File: src/core/reset_control_pkg.sv
package reset_control_pkg;

    // ------------------------------------------------------------------
    // Register map
    // ------------------------------------------------------------------
    localparam logic [3:0] RESET_CAUSE_STATUS_OFS = 4'h0;
    localparam logic [3:0] WATCHDOG_CONTROL_OFS = 4'h4;

    // Reset-cause flag positions.
    localparam int SUPPLY_ON_RESET_FLAG_BIT = 0;
    localparam int PIN_RESET_FLAG_BIT = 1;
    localparam int BROWNOUT_RESET_FLAG_BIT = 2;
    localparam int WATCHDOG_RESET_FLAG_BIT = 3;
    localparam int SCAN_RESET_FLAG_BIT = 4;

    // Watchdog control field positions.
    localparam int WATCHDOG_TURNOFF_ENABLE_BIT = 4;
    localparam int WATCHDOG_ENABLE_BIT = 3;
    localparam int PRESCALE_LSB = 0;

    localparam logic [4:0] CAUSE_RESET = 5'h00;
    localparam logic [2:0] PRESCALE_RESET = 3'h0;

    // ------------------------------------------------------------------
    // Timing
    // ------------------------------------------------------------------
    localparam int SYS_CLK_HZ = 40_000_000;
    localparam int WDOG_OSC_HZ = 1_000_000;
    localparam int WDOG_DIV_CYCLES = SYS_CLK_HZ / WDOG_OSC_HZ;
    localparam logic [2:0] TURNOFF_WINDOW_CYCLES = 3'h4;
    localparam int WDOG_BASE_TICKS = 16_384;
    localparam int TOUT_BASE_CYCLES = 1_024;
    localparam int BOD_FILTER_CYCLES = 8;

    localparam logic [1:0] RESP_OKAY = 2'h0;
    localparam logic [1:0] RESP_SLVERR = 2'h2;

    typedef enum logic [2:0] {
        ST_RUN = 3'b001,
        ST_HOLD = 3'b010,
        ST_STRETCH = 3'b100
    } seq_state_t;

endpackage

File: src/core/reset_control_and_watchdog.sv
`timescale 1ns/1ps
`default_nettype none
module reset_control_and_watchdog
    import reset_control_pkg::*;
#(
    parameter int TOUT_BASE = TOUT_BASE_CYCLES,
    parameter int WDOG_BASE = WDOG_BASE_TICKS,
    parameter int BOD_FILTER = BOD_FILTER_CYCLES
) (
    input wire logic sys_clk,
    input wire logic rst_n,
    input wire logic supplyGood,
    input wire logic extResetN,
    input wire logic brownoutLow,
    input wire logic brownoutEnableFuse,
    input wire logic [1:0] clockSelectFuses,
    input wire logic scanResetReg,
    input wire logic comparatorBandgapSelect,
    input wire logic adcEnable,
    input wire logic watchdogClearInstruction,
    input wire logic [3:0] s_axi_awaddr,
    input wire logic s_axi_awvalid,
    output logic s_axi_awready,
    input wire logic [31:0] s_axi_wdata,
    input wire logic [3:0] s_axi_wstrb,
    input wire logic s_axi_wvalid,
    output logic s_axi_wready,
    output logic [1:0] s_axi_bresp,
    output logic s_axi_bvalid,
    input wire logic s_axi_bready,
    input wire logic [3:0] s_axi_araddr,
    input wire logic s_axi_arvalid,
    output logic s_axi_arready,
    output logic [31:0] s_axi_rdata,
    output logic [1:0] s_axi_rresp,
    output logic s_axi_rvalid,
    input wire logic s_axi_rready,
    output logic internalReset,
    output logic ioReset,
    output logic vectorFetchStart,
    output logic bandgapEnable
);

    // ------------------------------------------------------------------
    // State
    // ------------------------------------------------------------------
    localparam int TOUT_W = 24;
    localparam int WDOG_W = 24;
    localparam int DIV_W = 6;
    localparam int BOD_W = 8;

    typedef struct packed {
        seq_state_t seqState;
        logic [TOUT_W-1:0] toutCnt;
        logic [BOD_W-1:0] bodCnt;
        logic bodActive;
        logic [DIV_W-1:0] divCnt;
        logic [WDOG_W-1:0] wdogCnt;
        logic wdogPulse;
        logic watchdogEnable;
        logic turnoffEnable;
        logic [2:0] turnoffCnt;
        logic [2:0] prescaleSelect;
        logic [4:0] causeFlags;
        logic internalReset;
        logic vectorFetch;
        logic bandgap;
        logic awHeld;
        logic [3:0] awAddr;
        logic wHeld;
        logic [31:0] wData;
        logic wStrb0;
        logic awReady;
        logic wReady;
        logic bValid;
        logic [1:0] bResp;
        logic arReady;
        logic rValid;
        logic [31:0] rData;
        logic [1:0] rResp;
    } state_t;

    state_t q;
    state_t d;
    logic ioHold_q;

    logic asyncSrcN;
    logic anySource;
    logic [TOUT_W-1:0] toutLimit;
    logic [WDOG_W-1:0] wdogLimit;
    logic wdogTick;
    logic doWrite;
    logic [7:0] wByte;

    // Supply, pin and the logic reset act on the I/O reset with no clock at all.
    assign asyncSrcN = rst_n & extResetN & supplyGood;
    assign toutLimit = TOUT_W'(TOUT_BASE) << clockSelectFuses;
    assign wdogLimit = WDOG_W'(WDOG_BASE) << q.prescaleSelect;
    assign wdogTick = (q.divCnt == DIV_W'(WDOG_DIV_CYCLES - 1));
    assign anySource = !supplyGood || !extResetN || q.bodActive || scanResetReg
                       || q.wdogPulse;
    assign doWrite = q.awHeld && q.wHeld && !q.bValid;
    assign wByte = q.wData[7:0];

    // ------------------------------------------------------------------
    // Next state
    // ------------------------------------------------------------------
    always_comb begin
        d = q;
        d.vectorFetch = 1'b0;
        d.wdogPulse = 1'b0;
        d.bandgap = brownoutEnableFuse || comparatorBandgapSelect || adcEnable;

        // Brown-out filter: only drops that persist are taken as a reset.
        // brownoutLow is sampled on the clock and must be seen on BOD_FILTER edges in a row,
        // so with BOD_FILTER above 1 a glitch shorter than one cycle never sets bodActive.
        if (brownoutEnableFuse && brownoutLow) begin
            if (q.bodCnt >= BOD_W'(BOD_FILTER - 1)) begin
                d.bodActive = 1'b1;
            end else begin
                d.bodCnt = q.bodCnt + 1'b1;
            end
        end else begin
            d.bodCnt = '0;
            d.bodActive = 1'b0;
        end

        // Reset sequencer.
        case (q.seqState)
            ST_RUN: begin
                if (anySource) begin
                    d.seqState = ST_HOLD;
                end
            end
            ST_HOLD: begin
                if (!anySource) begin
                    d.seqState = ST_STRETCH;
                    d.toutCnt = '0;
                end
            end
            ST_STRETCH: begin
                if (anySource) begin
                    d.seqState = ST_HOLD;
                end else if (q.toutCnt >= toutLimit - 1'b1) begin
                    d.seqState = ST_RUN;
                    d.vectorFetch = 1'b1;
                end else begin
                    d.toutCnt = q.toutCnt + 1'b1;
                end
            end
            default: begin
                d.seqState = ST_HOLD;
            end
        endcase
        d.internalReset = (d.seqState != ST_RUN);

        // --------------------------------------------------------------
        // Watchdog
        // --------------------------------------------------------------

        // Watchdog oscillator rate as an enable pulse.
        d.divCnt = wdogTick ? '0 : q.divCnt + 1'b1;
        if (q.internalReset || !q.watchdogEnable || watchdogClearInstruction) begin
            d.wdogCnt = '0;
        end else if (wdogTick) begin
            if (q.wdogCnt >= wdogLimit - 1'b1) begin
                d.wdogCnt = '0;
                d.wdogPulse = 1'b1;
            end else begin
                d.wdogCnt = q.wdogCnt + 1'b1;
            end
        end

        // Turn-off window closes by itself.
        if (q.turnoffCnt != 3'h0) begin
            d.turnoffCnt = q.turnoffCnt - 1'b1;
            if (q.turnoffCnt == 3'h1) begin
                d.turnoffEnable = 1'b0;
            end
        end

        // --------------------------------------------------------------
        // Register bus
        // --------------------------------------------------------------

        // AXI4-Lite write channel.
        if (s_axi_awvalid && q.awReady) begin
            d.awHeld = 1'b1;
            d.awAddr = s_axi_awaddr;
        end
        if (s_axi_wvalid && q.wReady) begin
            d.wHeld = 1'b1;
            d.wData = s_axi_wdata;
            d.wStrb0 = s_axi_wstrb[0];
        end
        if (q.bValid && s_axi_bready) begin
            d.bValid = 1'b0;
        end
        if (doWrite) begin
            d.awHeld = 1'b0;
            d.wHeld = 1'b0;
            d.bValid = 1'b1;
            d.bResp = RESP_OKAY;
            if (q.awAddr == RESET_CAUSE_STATUS_OFS) begin
                if (q.wStrb0) begin
                    d.causeFlags = q.causeFlags & wByte[4:0];
                end
            end else if (q.awAddr == WATCHDOG_CONTROL_OFS) begin
                if (q.wStrb0) begin
                    d.prescaleSelect = wByte[PRESCALE_LSB +: 3];
                    if (wByte[WATCHDOG_ENABLE_BIT]) begin
                        d.watchdogEnable = 1'b1;
                    end else if (q.turnoffEnable) begin
                        d.watchdogEnable = 1'b0;
                    end
                    if (wByte[WATCHDOG_TURNOFF_ENABLE_BIT]) begin
                        d.turnoffEnable = 1'b1;
                        d.turnoffCnt = TURNOFF_WINDOW_CYCLES;
                    end
                end
            end else begin
                d.bResp = RESP_SLVERR;
            end
        end
        d.awReady = !d.awHeld && !d.bValid;
        d.wReady = !d.wHeld && !d.bValid;

        // AXI4-Lite read channel.
        if (q.rValid && s_axi_rready) begin
            d.rValid = 1'b0;
        end
        if (s_axi_arvalid && q.arReady) begin
            d.rValid = 1'b1;
            d.rData = '0;
            d.rResp = RESP_OKAY;
            if (s_axi_araddr == RESET_CAUSE_STATUS_OFS) begin
                d.rData[4:0] = q.causeFlags;
            end else if (s_axi_araddr == WATCHDOG_CONTROL_OFS) begin
                // Upper bits stay zero.
                d.rData[7:0] = {3'h0, q.turnoffEnable, q.watchdogEnable,
                                q.prescaleSelect};
            end else begin
                d.rResp = RESP_SLVERR;
            end
        end
        d.arReady = !d.rValid;

        // Chip reset returns control state to its initial values.
        if (q.internalReset) begin
            d.watchdogEnable = 1'b0;
            d.turnoffEnable = 1'b0;
            d.turnoffCnt = 3'h0;
            d.prescaleSelect = PRESCALE_RESET;
        end

        // --------------------------------------------------------------
        // Reset cause flags
        // --------------------------------------------------------------

        // Hardware sets are applied last so they win over a software clear.
        if (!supplyGood) begin
            // Supply-on reset clears every other cause.
            d.causeFlags = '0;
            d.causeFlags[SUPPLY_ON_RESET_FLAG_BIT] = 1'b1;
        end else begin
            if (scanResetReg) begin
                d.causeFlags[SCAN_RESET_FLAG_BIT] = 1'b1;
            end
            if (q.wdogPulse) begin
                d.causeFlags[WATCHDOG_RESET_FLAG_BIT] = 1'b1;
            end
            if (q.bodActive) begin
                d.causeFlags[BROWNOUT_RESET_FLAG_BIT] = 1'b1;
            end
            if (!extResetN) begin
                d.causeFlags[PIN_RESET_FLAG_BIT] = 1'b1;
            end
        end
    end

    // ------------------------------------------------------------------
    // Registers
    // ------------------------------------------------------------------
    always_ff @(posedge sys_clk or negedge rst_n) begin
        if (!rst_n) begin
            q <= '0;
            q.seqState <= ST_HOLD;
            q.internalReset <= 1'b1;
            q.causeFlags <= CAUSE_RESET;
            q.prescaleSelect <= PRESCALE_RESET;
        end else begin
            q <= d;
        end
    end

    // The I/O reset must act before any clock edge, so it has its own
    // asynchronously set flop and only its release waits for the clock.
    always_ff @(posedge sys_clk or negedge asyncSrcN) begin
        if (!asyncSrcN) begin
            ioHold_q <= 1'b1;
        end else begin
            ioHold_q <= d.internalReset;
        end
    end

    // ------------------------------------------------------------------
    // Outputs
    // ------------------------------------------------------------------

    assign s_axi_awready = q.awReady;
    assign s_axi_wready = q.wReady;
    assign s_axi_bvalid = q.bValid;
    assign s_axi_bresp = q.bResp;
    assign s_axi_arready = q.arReady;
    assign s_axi_rvalid = q.rValid;
    assign s_axi_rdata = q.rData;
    assign s_axi_rresp = q.rResp;
    assign internalReset = q.internalReset;
    assign ioReset = ioHold_q;
    assign vectorFetchStart = q.vectorFetch;
    assign bandgapEnable = q.bandgap;

endmodule
`default_nettype wire

File: config.mk
export PLATFORM = sky130hd
export DESIGN_NAME = reset_control_and_watchdog
export DESIGN_NICKNAME = d
export VERILOG_FILES = /design/src/core/reset_control_pkg.sv /design/src/core/reset_control_and_watchdog.sv
export SDC_FILE = /design/constraint.sdc
export NUM_CORES = 1
export LEC_CHECK = 0
export ABC_AREA = 1
export BUFFER_PORTS_ARGS = -buffer_cell sky130_fd_sc_hd__buf_2
export CORE_ASPECT_RATIO = 0.7
export CORE_MARGIN = 3
export CORE_UTILIZATION = 30
export CTS_CLUSTER_SIZE = 8
export DETAILED_ROUTE_END_ITERATION = 7
export GPL_TIMING_DRIVEN = 0
export PLACE_DENSITY_LB_ADDON = 0.08
export SYNTH_ARGS = -nofsm -noshare
export SYNTH_HDL_FRONTEND = slang
export SYNTH_SLANG_ARGS = --single-unit
File: constraint.sdc
create_clock -name sys_clk -period 3.7 [get_ports sys_clk]
set_input_delay 0.185 -clock sys_clk [delete_from_list [all_inputs] [get_ports sys_clk]]
set_output_delay 0.185 -clock sys_clk [all_outputs]
set_load 0.02 [all_outputs]
==> results of run 1 <==
==> layout by cell type, fill, tap and decap left out, types with 3 or more instances in the layout <==
cell type	count
buf_2	50
nand3_1	61
nand2_1	229
ha_1	21
xnor2_1	9
clkinv_1	3
dfstp_2	3
clkbuf_16	9
a21oi_1	22
buf_4	38
xor2_1	8
nand4_1	10
dlygate4sd3_1	5
nor3_1	8
clkbuf_1	7
or2_2	3
a31oi_1	5
nor2_2	4
nand3b_1	5
nor2_1	122
inv_1	79
o21ai_0	34
conb_1	33
dfrtp_1	105
inv_6	4
==> routing by layer <==
layer / vias up / share of wire, % / routed length (µm) / global-route usage [%]
met4: 0 / 0.83 / 119 / 3.07
met2: 72 / 37 / 5290 / 17.0
met5: - / 0 / 0 / 0
met1: 2161 / 58 / 8340 / 22.3
met3: 10 / 3.6 / 508 / 3.47
li1: 2661 / - / - / -
==> timing repair <==
| action | CTS | global route |
|---|---|---|
| gates resized for setup | 0 | 0 |
| hold buffers | 5 | 0 |
| hold endpoints to repair | 22 | 0 |
| setup buffers | 0 | 0 |
| endpoints found under the setup margin | 0 | 0 |
==> flip-flops by register name (all words and copies together) (netlist names) <==
register,flops
s_axi_arready,1
s_axi_rdata,5
bandgapEnable,1
s_axi_wready,1
s_axi_bvalid,1
s_axi_bresp,1
s_axi_rresp,1
s_axi_rvalid,1
s_axi_awready,1
ioReset,1
q,92
vectorFetchStart,1
internalReset,1
==> per-stage QoR <==
stage / instance area [µm²] / hold slack, ps
floorplan: 6170 / -111
global placement: 6730 / 322
detailed placement: 6760 / 45.6
CTS: 7090 / 0.0268
global route: 7090 / 1.50
finish: 7090 / 11.1
==> power by group through the flow <==
stage / Clock, mW / Sequential, mW / Combinational, mW
2_1_floorplan: 0 / 1.39 / 0.280
6_report: 0.943 / 1.38 / 0.439
3_5_place_dp: 0 / 1.40 / 0.439
5_1_grt: 1.04 / 1.40 / 0.496
3_3_place_gp: 0 / 1.41 / 0.437
4_1_cts: 0.985 / 1.38 / 0.444
==> synth_stat cells (3+ instances only) <==
cell,instances,area [µm²]
ha_1,21,263
or2_2,3,18.8
dfrtp_1,105,2630
nor2_1,122,458
inv_1,79,297
nor2_2,4,25.0
nor3_1,8,40.0
dfstp_2,3,78.8
nand3b_1,5,37.5
a31oi_1,5,31.3
xor2_1,8,70.1
xnor2_1,9,78.8
nand2_1,229,860
a21oi_1,22,110
clkbuf_1,6,22.5
o21ai_0,34,170
nand3_1,61,305
buf_2,5,25.0
clkinv_1,3,11.3
buf_4,38,285
nand4_1,10,62.6
==> cells by family (layout without fill, tap and decap cells) <==
logic type | Yosys count | after routing
adder cells (fa/ha/maj) | 21 | 21
AO/OA/AOI/OAI | 68 | 68
XOR/XNOR | 17 | 17
other | 2 | 33
buffers and inverters | 134 | 202
AND/OR/NAND/NOR | 453 | 453
flip-flops | 108 | 108
==> worst max-delay path, delay by kind of cell, from the launching register on <==
family	cells	cell delay, ps
AND/OR/NAND/NOR	6	700
flip-flops	1	320
AO/OA/AOI/OAI	2	230
buffers and inverters	2	560
adder cells (fa/ha/maj)	1	290
==> area by class of cell <==
type / count / share of cell area, %
Tap cell: 264 / 4.66
Buffer: 50 / 4.91
Timing Repair Buffer: 52 / 4.43
Clock buffer: 10 / 3.23
Clock inverter: 6 / 0.671
Sequential cell: 108 / 38.2
Multi-Input combinational cell: 592 / 39.5
Inverter: 84 / 4.45
==> how the worst max path moves through the flow <==
| stage | end | start | cells past startpoint |
|---|---|---|---|
| finish | q[118] | q[90] | 11 |
| global route | q[119] | q[90] | 14 |
| CTS | q[119] | q[90] | 14 |
| detailed placement | q[114] | q[90] | 11 |
| global placement | q[151] | rst_n | 1 |
| floorplan | q[119] | q[90] | 14 |
==> run_results.csv, run 1 <==
group,metric,value,unit
timing,setup_violations,0,
synthesis,synth_mux_area_share,0,%
pwr,p_sw,0.850,mW
cts,htree_levels,3,
critical_path,r2r_start,"q[90]",
synthesis,synth-edff-count,0,
layout,n_fill_cell,2092,
detailed_routing,route.vias.total,4904,
pwr,irDropWorstVdd,224,µV
critical_path,worst-endpoint-arrival,2480,ps
detailed_routing,routed_via_density,4.21,
critical_path,required,3940,ps
global_route,antenna_found_initial,0,
synthesis,synth_cells,803,
pwr,pwr-share-seq,50.0,%
global_route,grt_max_degree,90,
floorplanning,io_pins,106,
layout,n_antenna_cell,0,
pwr,comb_power_share,15.9,%
global_route,grt_use_total,13.6,%
place,place_ws,1400,ps
floorplanning,core-area,19300,µm²
place,placedCellCount,1145,
timing,slew_violations,0,
worst_hold_path,holdPathEnd,"q[76]",
worst_hold_path,whs_path_depth,3,
synthesis,synth_compound_area_share,5.96,%
timing,rsz0062_at_grt,"no",
critical_path,slowest_stage,"dfrtp_1",
critical_path,crit_chain,"clkbuf_1, nand3_1, ha_1, nand2_1, nor2_1, nand2_1, nor2_1, o21ai_0, nand3_1, buf_2, o21ai_0",
critical_path,r2r_cells,11,
critical_path,end_kind,"register",
global_route,grt_overflow_total,0,
layout,area_growth,17.1,%
timing,worst_clock_skew,11.0,ps
critical_path,ff2ff_setup_slack,1460,ps
timing,period_minus_slack,2240,ps
pwr,pwr-share-clk,34.1,%
worst_hold_path,worstHoldPathType,"input pin to register",
pwr,swShare,30.8,%
layout,final_util,36.6,%
critical_path,critPathMaxFanout,10,
detailed_routing,drt_wl_total,14.3,mm
synthesis,synthSimpleGateAreaFrac,31.4,%
floorplanning,die_x,176,µm
pwr,intPower,1.91,mW
pwr,p_leak,3.46,nW
layout,stdcell_count,1166,
synthesis,avgSynthCellArea,7.53,µm²
critical_path,cpPeakStageDelay,320,ps
worst_hold_path,worstHoldStart,"s_axi_awaddr[1]",
layout,final_nets,979,
job,cap_violations,0,
timing,tightest_slew,572,ps
critical_path,cp-start-kind,"register",
place,gp_congestion,0.769,
cts,clockRootBuffer,"clkbuf_16",
synthesis,async_flop_share,100,%
place,dp.final_hpwl,10.6,mm
timing,slew-limit-headroom,61.8,%
synthesis,netlist_area,6050,µm²
detailed_routing,dr.pass1.iters,5,
detailed_routing,remaining_drc_errors,0,
synthesis,synth_top_family_by_area,"simple AND/OR/NAND/NOR gates",
cts,clkLatencyLatePin,360,ps
detailed_routing,drt_iter0_drc,465,
status,outcome,"completed",
pwr,power.density,390,nW/µm²
floorplanning,num_rows,42,
cts,cts.sinks,108,
critical_path,critPathKind,"register to register",
synthesis,seq_area_frac_synth,44.7,%
timing,final.setup.tns,0,ps
timing,setup_slack,1460,ps
synthesis,synth_cell_types,38,
floorplanning,die_y,125,µm
synthesis,yosys_warnings,0,
detailed_routing,postRouteAntennaNets,0,
detailed_routing,drt-wirelength-per-cell,12.2,µm
critical_path,r2r-end,"q[118]",
global_route,grt_pass1_vias,4530,
layout,regArea,2710,µm²
timing,fin_crit_sh,60.5,%
cts,tritoncts,"built",
synthesis,synth_seq_cells,108,
synthesis,synth_fa_ha_area_share,4.34,%
pwr,power,2.76,mW
timing,hold_viol,0,
floorplanning,start_util,31.3,%
cts,numCtsBuffers,9,
layout,multi_input_area,2800,µm²
synthesis,synthXorXnorAreaFrac,2.46,%
global_route,grt_pass1_wl,23.8,mm
layout,drive_gt1_share,13.9,%
place,port_buffers,46,
floorplanning,die-area,21900,µm²
cts,clk_pin_slew,80,ps
synthesis,synth_flop_cell,"dfrtp_1",
timing,max_freq,0.446,GHz
cts,clock_path_buffers,2,
Power figures use the tool's default switching activity.
==> inputs of run 2 (changes only) <==
--- a/config.mk
+++ b/config.mk
@@ -5,7 +5,7 @@
 export SDC_FILE = /design/constraint.sdc
 export NUM_CORES = 1
 export LEC_CHECK = 0
-export ABC_AREA = 1
+export ABC_AREA = 0
 export BUFFER_PORTS_ARGS = -buffer_cell sky130_fd_sc_hd__buf_2
 export CORE_ASPECT_RATIO = 0.7
 export CORE_MARGIN = 3
==> constraint.sdc (replaced) <==
create_clock -name sys_clk -period 2.3 [get_ports sys_clk]
set_input_delay 0.115 -clock sys_clk [delete_from_list [all_inputs] [get_ports sys_clk]]
set_output_delay 0.115 -clock sys_clk [all_outputs]
set_load 0.02 [all_outputs]
==> run 2 against run 1 <==
The run now ends with setup timing left. Synthesized area down 9.0%. Critical path depth down 1. Wire length down 7.2%. Maximum frequency down 2.8%. First-iteration DRC count down 47%. Count of clock-buffer cells in the layout unchanged. Die area down 8.6%. Largest cell class is now flip-flops and latches.
==> run_results.csv, run 2 <==
group,metric,value,unit
cts,htree_levels,3,
floorplanning,die-area,20000,µm²
detailed_routing,remaining_drc_errors,0,
timing,fin_crit_sh,100,%
synthesis,yosys-top-cells-area,"dfrtp_1 48%, buf_4 5.0%, ha_1 4.8%",
synthesis,async_flop_share,100,%
timing,period_minus_slack,2300,ps
synthesis,synth_flop_cell,"dfrtp_1",
place,dp.final_hpwl,9.48,mm
floorplanning,die_y,119,µm
pwr,power,4.38,mW
layout,final_cell_area,7030,µm²
timing,slew_violations,0,
cts,clock_path_buffers,2,
layout,regArea,2710,µm²
cts,cts.sinks,108,
critical_path,cpPeakStageDelay,500,ps
layout,final_common_cell,"dfrtp_1",
cts,numCtsBuffers,9,
critical_path,end_kind,"register",
floorplanning,num_rows,40,
critical_path,critPathMaxFanout,7,
floorplanning,io_pins,106,
detailed_routing,drt_wl_total,13.2,mm
place,gp_congestion,0.776,
cts,clk_pin_slew,70,ps
cts,clkLatencyLatePin,360,ps
layout,drive_gt1_share,27.3,%
global_route,antenna_found_initial,0,
layout,final_nets,751,
critical_path,critPathKind,"register to register",
detailed_routing,postRouteAntennaNets,0,
synthesis,synth_cells,550,
timing,tightest_slew,562,ps
cts,clockRootBuffer,"clkbuf_16",
status,violations,"setup timing",
timing,worst_clock_skew,11.9,ps
synthesis,yosys_warnings,0,
floorplanning,core-area,17600,µm²
layout,largest_register_ffs,92,
detailed_routing,dr.pass1.iters,4,
timing,max_freq,0.434,GHz
layout,top_register,"q",
global_route,grt_overflow_total,0,
floorplanning,start_util,31.4,%
timing,slew-limit-headroom,62.5,%
critical_path,required,2540,ps
synthesis,yosys-top-cells-count,"105 x dfrtp_1, 50 x nand2_1, 39 x a21oi_1",
synthesis,yosysTopAreaCellShare,47.7,%
critical_path,cp-start-kind,"register",
timing,hold_viol,0,
pwr,p_leak,3.15,nW
critical_path,critical_path_buf_inv_count,2,
detailed_routing,route.vias.total,4279,
synthesis,seq_area_frac_synth,49.1,%
synthesis,synth_cell_types,52,
floorplanning,die_x,168,µm
critical_path,ff2ff_setup_slack,-5,ps
timing,setup_slack,-4.62,ps
layout,area_growth,27.7,%
synthesis,synth_seq_cells,108,
layout,final_cell_mix,"103 x dfrtp_1, 49 x buf_4, 47 x nand2_1, 46 x buf_2",
critical_path,path_delay_family,"simple AND/OR/NAND/NOR gates",
synthesis,synth_most_common_cell,"dfrtp_1",
pwr,power.density,623,nW/µm²
critical_path,crit_chain,"nand2_1, ha_4, nand4_1, nor3_2, a221oi_2, buf_4, nand2_4, clkbuf_4, nor3_1, a211o_1",
job,cap_violations,0,
cts,tritoncts,"built",
synthesis,avgSynthCellArea,10.0,µm²
detailed_routing,drt_iter0_drc,247,
detailed_routing,drt-wirelength-per-cell,14.6,µm
critical_path,worst-endpoint-arrival,2540,ps
timing,rsz0062_at_grt,"yes",
critical_path,slowest_stage,"dfrtp_2",
pwr,irDropWorstVdd,322,µV
layout,multi_input_area,2700,µm²
detailed_routing,routed_via_density,4.72,
global_route,grt_use_total,13.5,%
timing,setup_violations,1,
global_route,grt_pass1_vias,4162,
synthesis,synth-edff-count,0,
status,outcome,"finished, violations left",
worst_hold_path,worstHoldPathType,"input pin to register",
synthesis,netlist_area,5510,µm²
global_route,grt_pass1_wl,21.8,mm
synthesis,yosys.area.top_type,"dfrtp_1",
global_route,grt_max_degree,92,
place,port_buffers,45,
place,placed_cell_area,6170,µm²
layout,n_fill_cell,1747,
-- run 2: layout make-up --
type,count,area share [%]
well taps,231,4.11
multi-input cells,405,38.4
clock inverters,6,1.01
flip-flops and latches,108,38.5
clock buffers,10,3.40
plain buffers,52,5.46
repair buffers,78,8.24
diodes,1,0.0356
inverters,15,0.836
-- run 2: where the power goes --
part | internal, mW | switching, mW | leakage (nW)
logic | 0.268 | 0.308 | 1.57
clock network | 0.885 | 0.748 | 0.146
registers | 2.06 | 0.113 | 1.43
total | 3.21 | 1.17 | 3.15
-- run 2: logic make-up (layout without fill, tap and decap cells) --
kind of cell / Yosys count / count (layout) / synth area share, %
other: 2 / 34 / 0.136
multiplexers: 21 / 21 / 4.07
XOR/XNOR: 9 / 9 / 1.43
adder cells (fa/ha/maj): 21 / 21 / 4.77
flip-flops: 108 / 108 / 49.1
AO/OA/AOI/OAI: 112 / 112 / 12.7
AND/OR/NAND/NOR: 209 / 209 / 20.4
buffers and inverters: 68 / 161 / 7.38
-- run 2: timing repair --
item	CTS	global route
pin swaps	10	36
resized for setup	27	40
endpoints found under the setup margin	27	36
hold endpoints to repair	119	0
buffers inserted	12	5
cloned	1	1
hold buffers	13	0
-- run 2: final timing paths --
kind                            start       to  depth (start not counted)
max                             q[89]   q[100]                         10
min                        supplyGood    q[83]                          2
max reg2reg                     q[89]   q[100]                         10
min reg2reg                    q[121]   q[121]                          1
max in group asynchronous       rst_n  ioReset                          4
min in group asynchronous       rst_n   q[148]                          2
-- run 2: layer usage --
metal	wire length (µm)	track usage [%]	vias to the layer above
li1	-	-	2129
met1	7120	20.4	2046
met2	5370	19.1	95
met3	611	3.52	9
met4	131	3.07	0
met5	0	0	-
-- run 2: stage by stage --
| step | TNS (ps) | hold WS, ps | cells | worst slack [ps] | util [%] |
|---|---|---|---|---|---|
| final | -4.62 | 16.3 | 906 | -4.62 | 40.0 |
| after global routing | -2250 | 10.6 | 905 | -158 | 40.0 |
| after CTS | -1.30 | 3.84 | 899 | -1.30 | 38.9 |
| after detailed placement | -7490 | -33.7 | 858 | -462 | 35.1 |
| after global placement | -33870 | 231 | 857 | -451 | 35.0 |
| after floorplan | 0 | -181 | 581 | 84.1 | - |
